===== src/include/word_alloc_defs.svh =====
// Register offsets, field positions, slave kinds and start-up timing.
`ifndef WORD_ALLOC_DEFS_SVH
`define WORD_ALLOC_DEFS_SVH

`define CTRL_OFS 12'h000
`define STATUS_OFS 12'h004
`define IN_W0_OFS 12'h010
`define OUT_W0_OFS 12'h020
`define SLAVE0_OFS 12'h040

`define CTRL_RESET 4'h0
`define CTRL_ALLOC_LSB 0
`define CTRL_FOUR_PT_BIT 2
`define CTRL_LONG_BIT 3

`define NUM_ENTRIES 8
`define NUM_WORDS 4

`define ALLOC_2W 2'h0
`define ALLOC_4W 2'h1

`define KIND_4PT 3'h0
`define KIND_8PT 3'h1
`define KIND_16PT 3'h2
`define KIND_32PT 3'h3
`define KIND_48PT 3'h4
`define KIND_64PT 3'h5

`define CLK_HZ 64'd10000000
`define HS_DELAY_MS 64'd118
`define LD_DELAY_MS 64'd720
`define HS_DELAY_CYC ((`HS_DELAY_MS * `CLK_HZ) / 64'd1000)
`define LD_DELAY_CYC ((`LD_DELAY_MS * `CLK_HZ) / 64'd1000)

`endif


===== src/include/word_alloc_pkg.sv =====
// Types shared by the slave word allocator.
package word_alloc_pkg;

   typedef enum logic [1:0] {
      ST_SETTLE,
      ST_SCAN,
      ST_RUN
   } phase_e;

   typedef struct packed {
      logic present;
      logic long_mode;
      logic out_dir;
      logic [2:0] kind;
      logic [3:0] setting;
   } entry_s;

   typedef logic [63:0] image_t;

   typedef struct packed {
      phase_e phase;
      logic [22:0] timer;
      logic [1:0] alloc;
      logic four_pt;
      logic long_mode;
      entry_s [7:0] entries;
      image_t in_img;
      image_t out_img;
      logic ack;
      logic pslverr;
      logic [31:0] prdata;
      image_t tx_data;
      logic [7:0] base_word;
      logic [7:0] lamp;
      logic master_lamp;
   } core_s;

endpackage


===== src/core/slot_map.sv =====
// Placement of one slave in the word image: first bit, bit mask, validity.
`include "word_alloc_defs.svh"

module slot_map (
   // Slave descriptor
   input wire logic [2:0] kind_i,
   input wire logic [3:0] setting_i,
   // Master switches
   input wire logic [1:0] alloc_i,
   input wire logic four_pt_i,
   // Placement
   output logic ok_o,
   output logic [7:0] off_o,
   output logic [63:0] mask_o
);

   logic [6:0] bits;
   logic [4:0] first;
   logic [4:0] nodes;
   logic [5:0] limit;
   logic [5:0] last;

   always_comb begin
      case (kind_i)
         `KIND_4PT: bits = 7'h04;
         `KIND_8PT: bits = 7'h08;
         `KIND_16PT: bits = 7'h10;
         `KIND_32PT: bits = 7'h20;
         `KIND_48PT: bits = 7'h30;
         default: bits = 7'h40;
      endcase
      case (alloc_i)
         `ALLOC_2W: limit = 6'h02;
         `ALLOC_4W: limit = 6'h04;
         default: limit = 6'h08;
      endcase
      if (four_pt_i) begin
         // An 8-point slave simply takes its setting and the next node.
         first = {1'b0, setting_i};
         nodes = bits[6:2];
         // Twice the total word count: four nibble nodes per input word.
         limit = {limit[4:0], 1'b0};
         off_o = {1'b0, first, 2'b00};
      end else begin
         nodes = (bits > 7'h08) ? {1'b0, bits[6:3]} : 5'h01;
         // Multi-node slaves start on the even node of the pair.
         first = (nodes > 5'h01) ? {1'b0, setting_i[3:1], 1'b0}
                                 : {1'b0, setting_i};
         // The total word count equals the byte nodes of one direction.
         off_o = {first, 3'b000};
      end
      last = {1'b0, first} + {1'b0, nodes};
      // Slaves of 16 points or more overlap in 4-point mode.
      ok_o = (last <= limit) && !(four_pt_i && bits > 7'h08);
      mask_o = (bits == 7'h40) ? 64'hffffffffffffffff
                              : (64'h1 << bits) - 64'h1;
   end

endmodule // slot_map


===== src/core/slave_io_word_allocator.sv =====
// Slave input/output word allocator with APB register access.
//
// Behaviour
// Mode-mismatched slave excluded, lamp dark
// Communication mode resets to high speed
// I/O valid after delay plus scan
// Controller checks alarm before using data
// Allocation of 2, 4 or 8 words
// Node width 8 or 4 bits
// Input and output nodes decoded separately
// 8-point: two nodes per word, even low
// 16-point slave pairs nodes in one word
// 4-point slave: low nibble of its byte
// 64-point analog spans eight nodes
// 48-point analog spans six nodes
// 32-point analog spans four nodes
// 16-point analog spans two nodes
// Out-of-range slave excluded, lamp dark
// 32-point connector takes four nodes
// 16-point connector as 16-point slave
// No status area words mapped
// Base word from mount, bits from node
// 4-point: four nodes per word, nibbles
// 4-point: 8-point slave takes two nodes
`include "word_alloc_defs.svh"

module slave_io_word_allocator #(
   parameter logic [22:0] HS_CYC = 23'(`HS_DELAY_CYC),
   parameter logic [22:0] LD_CYC = 23'(`LD_DELAY_CYC)
) (
   // Clock and reset
   input wire logic clk_i,
   input wire logic reset_n_i,
   // APB slave
   input wire logic psel_i,
   input wire logic penable_i,
   input wire logic pwrite_i,
   input wire logic [11:0] paddr_i,
   input wire logic [31:0] pwdata_i,
   output logic [31:0] prdata_o,
   output logic pready_o,
   output logic pslverr_o,
   // Controller side
   input wire logic [3:0] mount_pos_i,
   input wire logic scan_tick_i,
   output logic [7:0] base_word_o,
   output logic io_valid_o,
   output logic alarm_o,
   // Slave link side
   input wire logic rx_valid_i,
   input wire logic [2:0] rx_entry_i,
   input wire logic [63:0] rx_data_i,
   input wire logic [2:0] tx_entry_i,
   output logic [63:0] tx_data_o,
   output logic [7:0] link_ok_lamp_o,
   output logic master_lamp_o
);

   word_alloc_pkg::core_s st;
   word_alloc_pkg::core_s next_st;

   logic [7:0] ok_v;
   logic [7:0] off_v [`NUM_ENTRIES];
   logic [63:0] mask_v [`NUM_ENTRIES];
   logic [7:0] mismatch_v;
   logic [7:0] good_v;
   logic [31:0] rd;
   logic hit;
   logic acc;
   logic wr;
   logic wr_ctrl;
   logic [2:0] words;
   logic [22:0] limit;
   word_alloc_pkg::entry_s rx_ent;
   word_alloc_pkg::entry_s tx_ent;

   for (genvar i = 0; i < `NUM_ENTRIES; i++) begin : g_slot
      slot_map u_map (
         .kind_i(st.entries[i].kind),
         .setting_i(st.entries[i].setting),
         .alloc_i(st.alloc),
         .four_pt_i(st.four_pt),
         .ok_o(ok_v[i]),
         .off_o(off_v[i]),
         .mask_o(mask_v[i])
      );
      assign mismatch_v[i] = st.entries[i].long_mode != st.long_mode;
      // A bad slave is left out; the others keep running.
      assign good_v[i] = st.entries[i].present && !mismatch_v[i]
                         && ok_v[i];
   end

   assign rx_ent = st.entries[rx_entry_i];
   assign tx_ent = st.entries[tx_entry_i];
   assign limit = st.long_mode ? LD_CYC : HS_CYC;
   assign words = (st.alloc == `ALLOC_2W) ? 3'h1
                : (st.alloc == `ALLOC_4W) ? 3'h2 : 3'h4;

   always_comb begin
      next_st = st;
      next_st.ack = 1'b0;
      next_st.pslverr = 1'b0;
      rd = 32'h0;
      hit = 1'b0;
      acc = psel_i && penable_i && !st.ack;
      // A write lands only at the edge that completes the transfer.
      wr = psel_i && penable_i && pwrite_i && st.ack;
      wr_ctrl = wr && (paddr_i == `CTRL_OFS);

      // Register decode; set-up, status and slave data are visible.
      if (paddr_i == `CTRL_OFS) begin
         hit = 1'b1;
         rd = {28'h0, st.long_mode, st.four_pt, st.alloc};
      end
      if (wr_ctrl) begin
         next_st.alloc = pwdata_i[`CTRL_ALLOC_LSB +: 2];
         next_st.four_pt = pwdata_i[`CTRL_FOUR_PT_BIT];
         next_st.long_mode = pwdata_i[`CTRL_LONG_BIT];
      end
      if (paddr_i == `STATUS_OFS) begin
         hit = 1'b1;
         rd = {16'h0, st.lamp, 7'h0, st.phase == word_alloc_pkg::ST_RUN};
      end
      for (int k = 0; k < `NUM_WORDS; k++) begin
         if (paddr_i == `IN_W0_OFS + 12'(4 * k)) begin
            hit = 1'b1;
            rd = {16'h0, st.in_img[16 * k +: 16]};
         end
         if (paddr_i == `OUT_W0_OFS + 12'(4 * k)) begin
            hit = 1'b1;
            rd = {16'h0, st.out_img[16 * k +: 16]};
            if (wr) begin
               next_st.out_img[16 * k +: 16] = pwdata_i[15:0];
            end
         end
      end
      for (int k = 0; k < `NUM_ENTRIES; k++) begin
         if (paddr_i == `SLAVE0_OFS + 12'(4 * k)) begin
            hit = 1'b1;
            rd = {22'h0, st.entries[k]};
            if (wr) begin
               next_st.entries[k] = pwdata_i[9:0];
            end
         end
      end
      // One wait state lets read data come from a flip-flop.
      if (acc) begin
         next_st.ack = 1'b1;
         next_st.prdata = rd;
         next_st.pslverr = !hit;
      end

      // Start-up: settle time set by the mode, then wait for the next controller scan tick.
      case (st.phase)
         word_alloc_pkg::ST_SETTLE: begin
            next_st.timer = st.timer + 23'h1;
            if (st.timer >= limit - 23'h1) begin
               next_st.phase = word_alloc_pkg::ST_SCAN;
            end
         end
         word_alloc_pkg::ST_SCAN: begin
            if (scan_tick_i) begin
               next_st.phase = word_alloc_pkg::ST_RUN;
            end
         end
         word_alloc_pkg::ST_RUN: begin
            next_st.phase = word_alloc_pkg::ST_RUN;
         end
         default: begin
            next_st.phase = word_alloc_pkg::ST_SETTLE;
         end
      endcase

      // Input data lands only in the input image, so an input and an
      // output slave may share one node number.
      if (st.phase == word_alloc_pkg::ST_RUN && rx_valid_i
          && good_v[rx_entry_i] && !rx_ent.out_dir) begin
         next_st.in_img = (st.in_img
            & ~(mask_v[rx_entry_i] << off_v[rx_entry_i]))
            | ((rx_data_i & mask_v[rx_entry_i])
               << off_v[rx_entry_i]);
      end
      if (st.phase == word_alloc_pkg::ST_RUN && good_v[tx_entry_i]
          && tx_ent.out_dir) begin
         next_st.tx_data = (st.out_img >> off_v[tx_entry_i])
                           & mask_v[tx_entry_i];
      end else begin
         next_st.tx_data = 64'h0;
      end

      next_st.lamp = (st.phase == word_alloc_pkg::ST_RUN) ? good_v
                                                         : 8'h0;
      next_st.master_lamp = st.phase == word_alloc_pkg::ST_RUN;
      next_st.base_word = 8'({4'h0, mount_pos_i} * {5'h0, words});
   end

   always_ff @(posedge clk_i or negedge reset_n_i) begin
      if (!reset_n_i) begin
         st <= '0;
         st.phase <= word_alloc_pkg::ST_SETTLE;
         {st.long_mode, st.four_pt, st.alloc} <= `CTRL_RESET;
      end else begin
         st <= next_st;
      end
   end

   assign prdata_o = st.prdata;
   assign pready_o = st.ack;
   assign pslverr_o = st.pslverr;
   assign base_word_o = st.base_word;
   assign io_valid_o = st.phase == word_alloc_pkg::ST_RUN;
   // The controller must see this low before trusting slave data.
   assign alarm_o = !io_valid_o;
   assign tx_data_o = st.tx_data;
   assign link_ok_lamp_o = st.lamp;
   assign master_lamp_o = st.master_lamp;
endmodule // slave_io_word_allocator


===== config.mk =====
export PLATFORM = sky130hd
export DESIGN_NAME = slave_io_word_allocator
export DESIGN_NICKNAME = d
export VERILOG_FILES = /design/src/include/word_alloc_pkg.sv /design/src/core/slot_map.sv /design/src/core/slave_io_word_allocator.sv
export VERILOG_INCLUDE_DIRS = /design/src /design/src/include
export SDC_FILE = /design/constraint.sdc
export NUM_CORES = 1
export LEC_CHECK = 0
export BUFFER_PORTS_ARGS = -buffer_cell sky130_fd_sc_hd__buf_4
export CORE_MARGIN = 3
export CORE_UTILIZATION = 57
export DETAILED_ROUTE_END_ITERATION = 16
export PLACE_DENSITY = 0.77
export SYNTH_ARGS = -nofsm -noshare
export SYNTH_HDL_FRONTEND = slang
export SYNTH_SLANG_ARGS = --single-unit

===== constraint.sdc =====
create_clock -name clk_i -period 6.45 [get_ports clk_i]
set_input_delay 0 -clock clk_i [delete_from_list [all_inputs] [get_ports clk_i]]
set_output_delay 0 -clock clk_i [all_outputs]
set_load 0.02 [all_outputs]

==> summary.md <==
| Metric | Value |
|---|---|
| WS Path Type | `reg -> reg` |
| Reg2Reg Depth | `17` |
| Antenna violations before repair | `4` |
| Largest area contributor in the netlist | `dfrtp_1` |
| Clock sink total | `approximately 340` |
| CP most frequent cell | `a21oi_1` |
| Min-delay worst type | `in -> reg` |
| Pre-CTS WS | `0.927 ns` |
| Critical path's largest stage delay | `~0.8 ns` |
| Number of port buffers | `208` |
| Clock-pin slew on the worst setup and hold paths | `about 0.060 ns` |
| Post-Synth Adder-Cell Area | `0.0513` |
| Compound-Gate Fraction of Synth Area | `0.230` |
| Reg2reg start | `st[324]` |
| # DRC | `0` |
| Status | `finished clean` |
| GP Congestion | `around 1.1` |
| Post-CTS Setup Bufs | `0` |
| Setup ws final | `approximately 0.74 ns` |
| Slew Limit Fails | `0` |
| Vias in the first global route | `roughly 27000` |
| Syn_area_per_cell | `~8.9 um^2` |
| Final Cycle Share | `0.886` |
| Num CTS Buffers | `36` |
| Setup crit start kind | `flop` |
| Flops & latches, synth | `approximately 340` |
| RSZ-0062 raised after global routing | `false` |
| Ys async rst share | `1.00` |
| Htree depth | `2` |
| Ys flop type | `dfrtp_1` |
| Via/cell ratio | `7.32` |
| Post-Place Cells | `3754` |
| Gr ovfl total | `0` |
| Distinct cells, synth | `~110` |
| Post-Route WL | `118000 um` |
| DIE AREA | `~52000 um^2` |
| Peak VDD IR | `roughly 0.15 mV` |
| Worst hold slack | `around 0.014 ns` |
| Largest family of logic cells by synthesized area | `compound AO/OA/AOI/OAI gates` |
| Worst Path Arrival | `between 6 and 7 ns` |
| GR Util All Layers | `0.437` |
| Vias | `28233` |
| HPWL after detailed placement | `just under 90000 um` |
| Critical path's slowest cell | `o32ai_2` |
| Post-synth EDFFs | `0` |
| Largest net degree at the start of global routing | `174` |
| DRT iter0 DRCs | `4657` |
| Final setup fails | `0` |
| CTS tree | `done` |
| Highest fanout seen on the critical path | `48` |
| Post-synthesis simple-gate area fraction | `0.166` |
| First-pass detailed-route iteration total | `7` |
| Crit-path cells | `buf_12, nand2_1, and2_1, ha_1, fa_1, a21o_1, a21oi_1, xnor2_1, ha_1, a21oi_1, a21oi_1, or2_2, mux4_2, o32ai_2, nand2_1, o221ai_1, a21o_1` |
| Max-cap violations | `0` |
| Mapped cell area | `28200 um^2` |
| CP endpoint | `st[225]` |
| Nets | `roughly 3400` |
| Worst r2r dst | `st[225]` |
| Initial core utilization | `0.583` |
| Highest Clock Rate | `0.175 GHz` |
| Top cells by area, synth | `dfrtp_1 (30%), mux2_2 (6.9%), mux2i_1 (4.8%), ha_1 (4.3%), mux4_2 (3.8%)` |
| Synth Area in XOR/XNOR | `0.0214` |
| Die W | `228 um` |
| Final min period | `5.71 ns` |
| Reg2Reg Setup Slack | `approximately 0.74 ns` |
| Boundary pin count | `around 240` |
| Fillers | `3991` |
| Wirelength per Cell | `30.6 um` |
| Synth Instances | `about 3200` |
| Least-Margin Pin Slew | `between 1 and 1.5 ns` |
| Leak | `approximately 14 nW` |
| Non-filler cells, final | `~3900` |
| Chip Height | `between 200 and 250 um` |
| Max-slew headroom | `0.0835` |
| CP Data Required Time | `6.96 ns` |
| Setup_tns | `0 ns` |
| First-pass GRT wire length | `about 170000 um` |
| CP Capture Type | `flop` |
| Core area | `~48000 um^2` |
| Sequential area share after synthesis | `0.297` |
| Clock root cell | `clkbuf_16` |
| Power Dens Cells | `around 160 nW/um^2` |
| Layout cell share with drive strength beyond 1 | `0.196` |
| Worst Skew | `around 0.017 ns` |
| Mux cell area share after synthesis | `0.157` |
| Clk buf depth | `3` |
| Clock latency on the worst-skew pair | `0.57 ns` |
| Worst Setup SP | `st[324]` |
| Yosys Warn Count | `0` |
| Final hold vios | `0` |
| Top cell type's share of synthesized area | `0.297` |
| # rows | `80` |
| Antenna viol nets, final | `0` |
| Area Growth Syn to Fin | `9.46%` |
final cells by class:
class	count	area, um^2	share of cell area
Antenna cell	4	10.0	0.000324
Clock buffer	52	1050	0.0341
Clock inverter	10	124	0.00401
Inverter	56	210	0.00681
Multi-Input combinational cell	2425	17800	0.575
Sequential cell	335	8380	0.272
Tap cell	656	821	0.0266
Timing Repair Buffer	317	2510	0.0814
cells in the mapped netlist, types with 48 or more instances:
cell	n
mux2i_1	134
a22oi_1	60
xnor2_1	53
nand3_1	75
inv_1	52
a21oi_1	199
o21ai_0	130
nor3_1	83
nor2_1	239
ha_1	98
buf_4	119
clkbuf_1	96
buf_2	97
mux2_2	174
a211oi_1	48
dfrtp_1	335
nand2_1	264
sequential cells by signal (all words and copies together), names as in the netlist:
name / count
master_lamp_o: 1
base_word_o: 7
tx_data_o: 64
link_ok_lamp_o: 8
pready_o: 1
prdata_o: 16
st: 237
pslverr_o: 1
stage by stage:
step / utilization / instance area [um^2] / total power, mW
3_5_place_dp: 0.607 / 29300 / 2.76
4_1_cts: 0.638 / 30900 / 4.84
2_1_floorplan: - / 28300 / 2.50
5_1_grt: 0.639 / 30900 / 4.98
3_3_place_gp: 0.607 / 29300 / 2.75
6_report: 0.639 / 30900 / 4.87
worst min-delay path by stage:
stage | start | end | slack (ns) | cells past startpoint
CTS | mount_pos_i[2] | base_word_o[2] | 0.002 | 4
global route | mount_pos_i[2] | base_word_o[2] | 0.03 | 4
floorplan | reset_n_i | base_word_o[0] | -0.30 | 0
global placement | reset_n_i | base_word_o[3] | 0.06 | 1
detailed placement | reset_n_i | st[334] | 0.08 | 1
finish | mount_pos_i[2] | base_word_o[2] | 0.01 | 4
worst max-delay path, delay by kind of cell (launching register included):
| kind | cells | cell delay (ns) |
|---|---|---|
| flip-flops | 1 | 0.69 |
| buffers and inverters | 1 | 0.31 |
| AO/OA/AOI/OAI | 7 | 1.91 |
| adder cells (fa/ha/maj) | 3 | 0.91 |
| XOR/XNOR | 1 | 0.15 |
| AND/OR/NAND/NOR | 4 | 1.06 |
| multiplexers | 1 | 0.61 |
repair_timing:
item | in CTS | in global routing
resized for setup | 0 | 0
endpoints found under the hold margin | 268 | 0
hold buffers | 35 | 0
cells in the final DEF, fill, tap and decap left out, drive strengths merged, types with 22 or more instances in the layout:
cell	instances
nor3b	27
mux4	47
clkbuf	52
a21oi	199
mux2i	137
nor3	85
o2bb2ai	22
and2	41
xnor2	53
or3	31
ha	98
nand3	75
o21a	22
o31ai	23
dlygate4sd3	35
o22ai	43
o21ai	137
a221o	24
a22o	32
conb	25
nand2b	29
nor2	244
buf	282
a22oi	61
nand2	265
a221oi	41
a31oi	31
o211ai	48
a211oi	49
mux2	174
inv	56
and3	38
dfrtp	335
a21o	36
where the power goes:
group	total (mW)	switching (mW)	internal (mW)
Combinational	0.662	0.450	0.211
Clock	2.10	0.883	1.22
Sequential	2.11	0.00336	2.11
kinds of logic (layout without fill, tap and decap cells):
kind of cell    Yosys count  in the layout
simple gates            944            944
other cells               2             29
compound gates          920            920
xor+xnor                 69             69
fa+ha+maj               109            109
buf+inv                 415            435
mux                     358            358
flops                   335            335
metal layers:
metal	vias up	part of all wire	routed length, um	global-route usage
met5	-	0	0	0
met4	0	0.072	8430	0.240
met3	537	0.13	15300	0.122
met2	2243	0.42	49600	0.646
met1	13669	0.38	44500	0.580
li1	11784	-	-	-
Note: power is estimated with default switching activity, not from simulation.
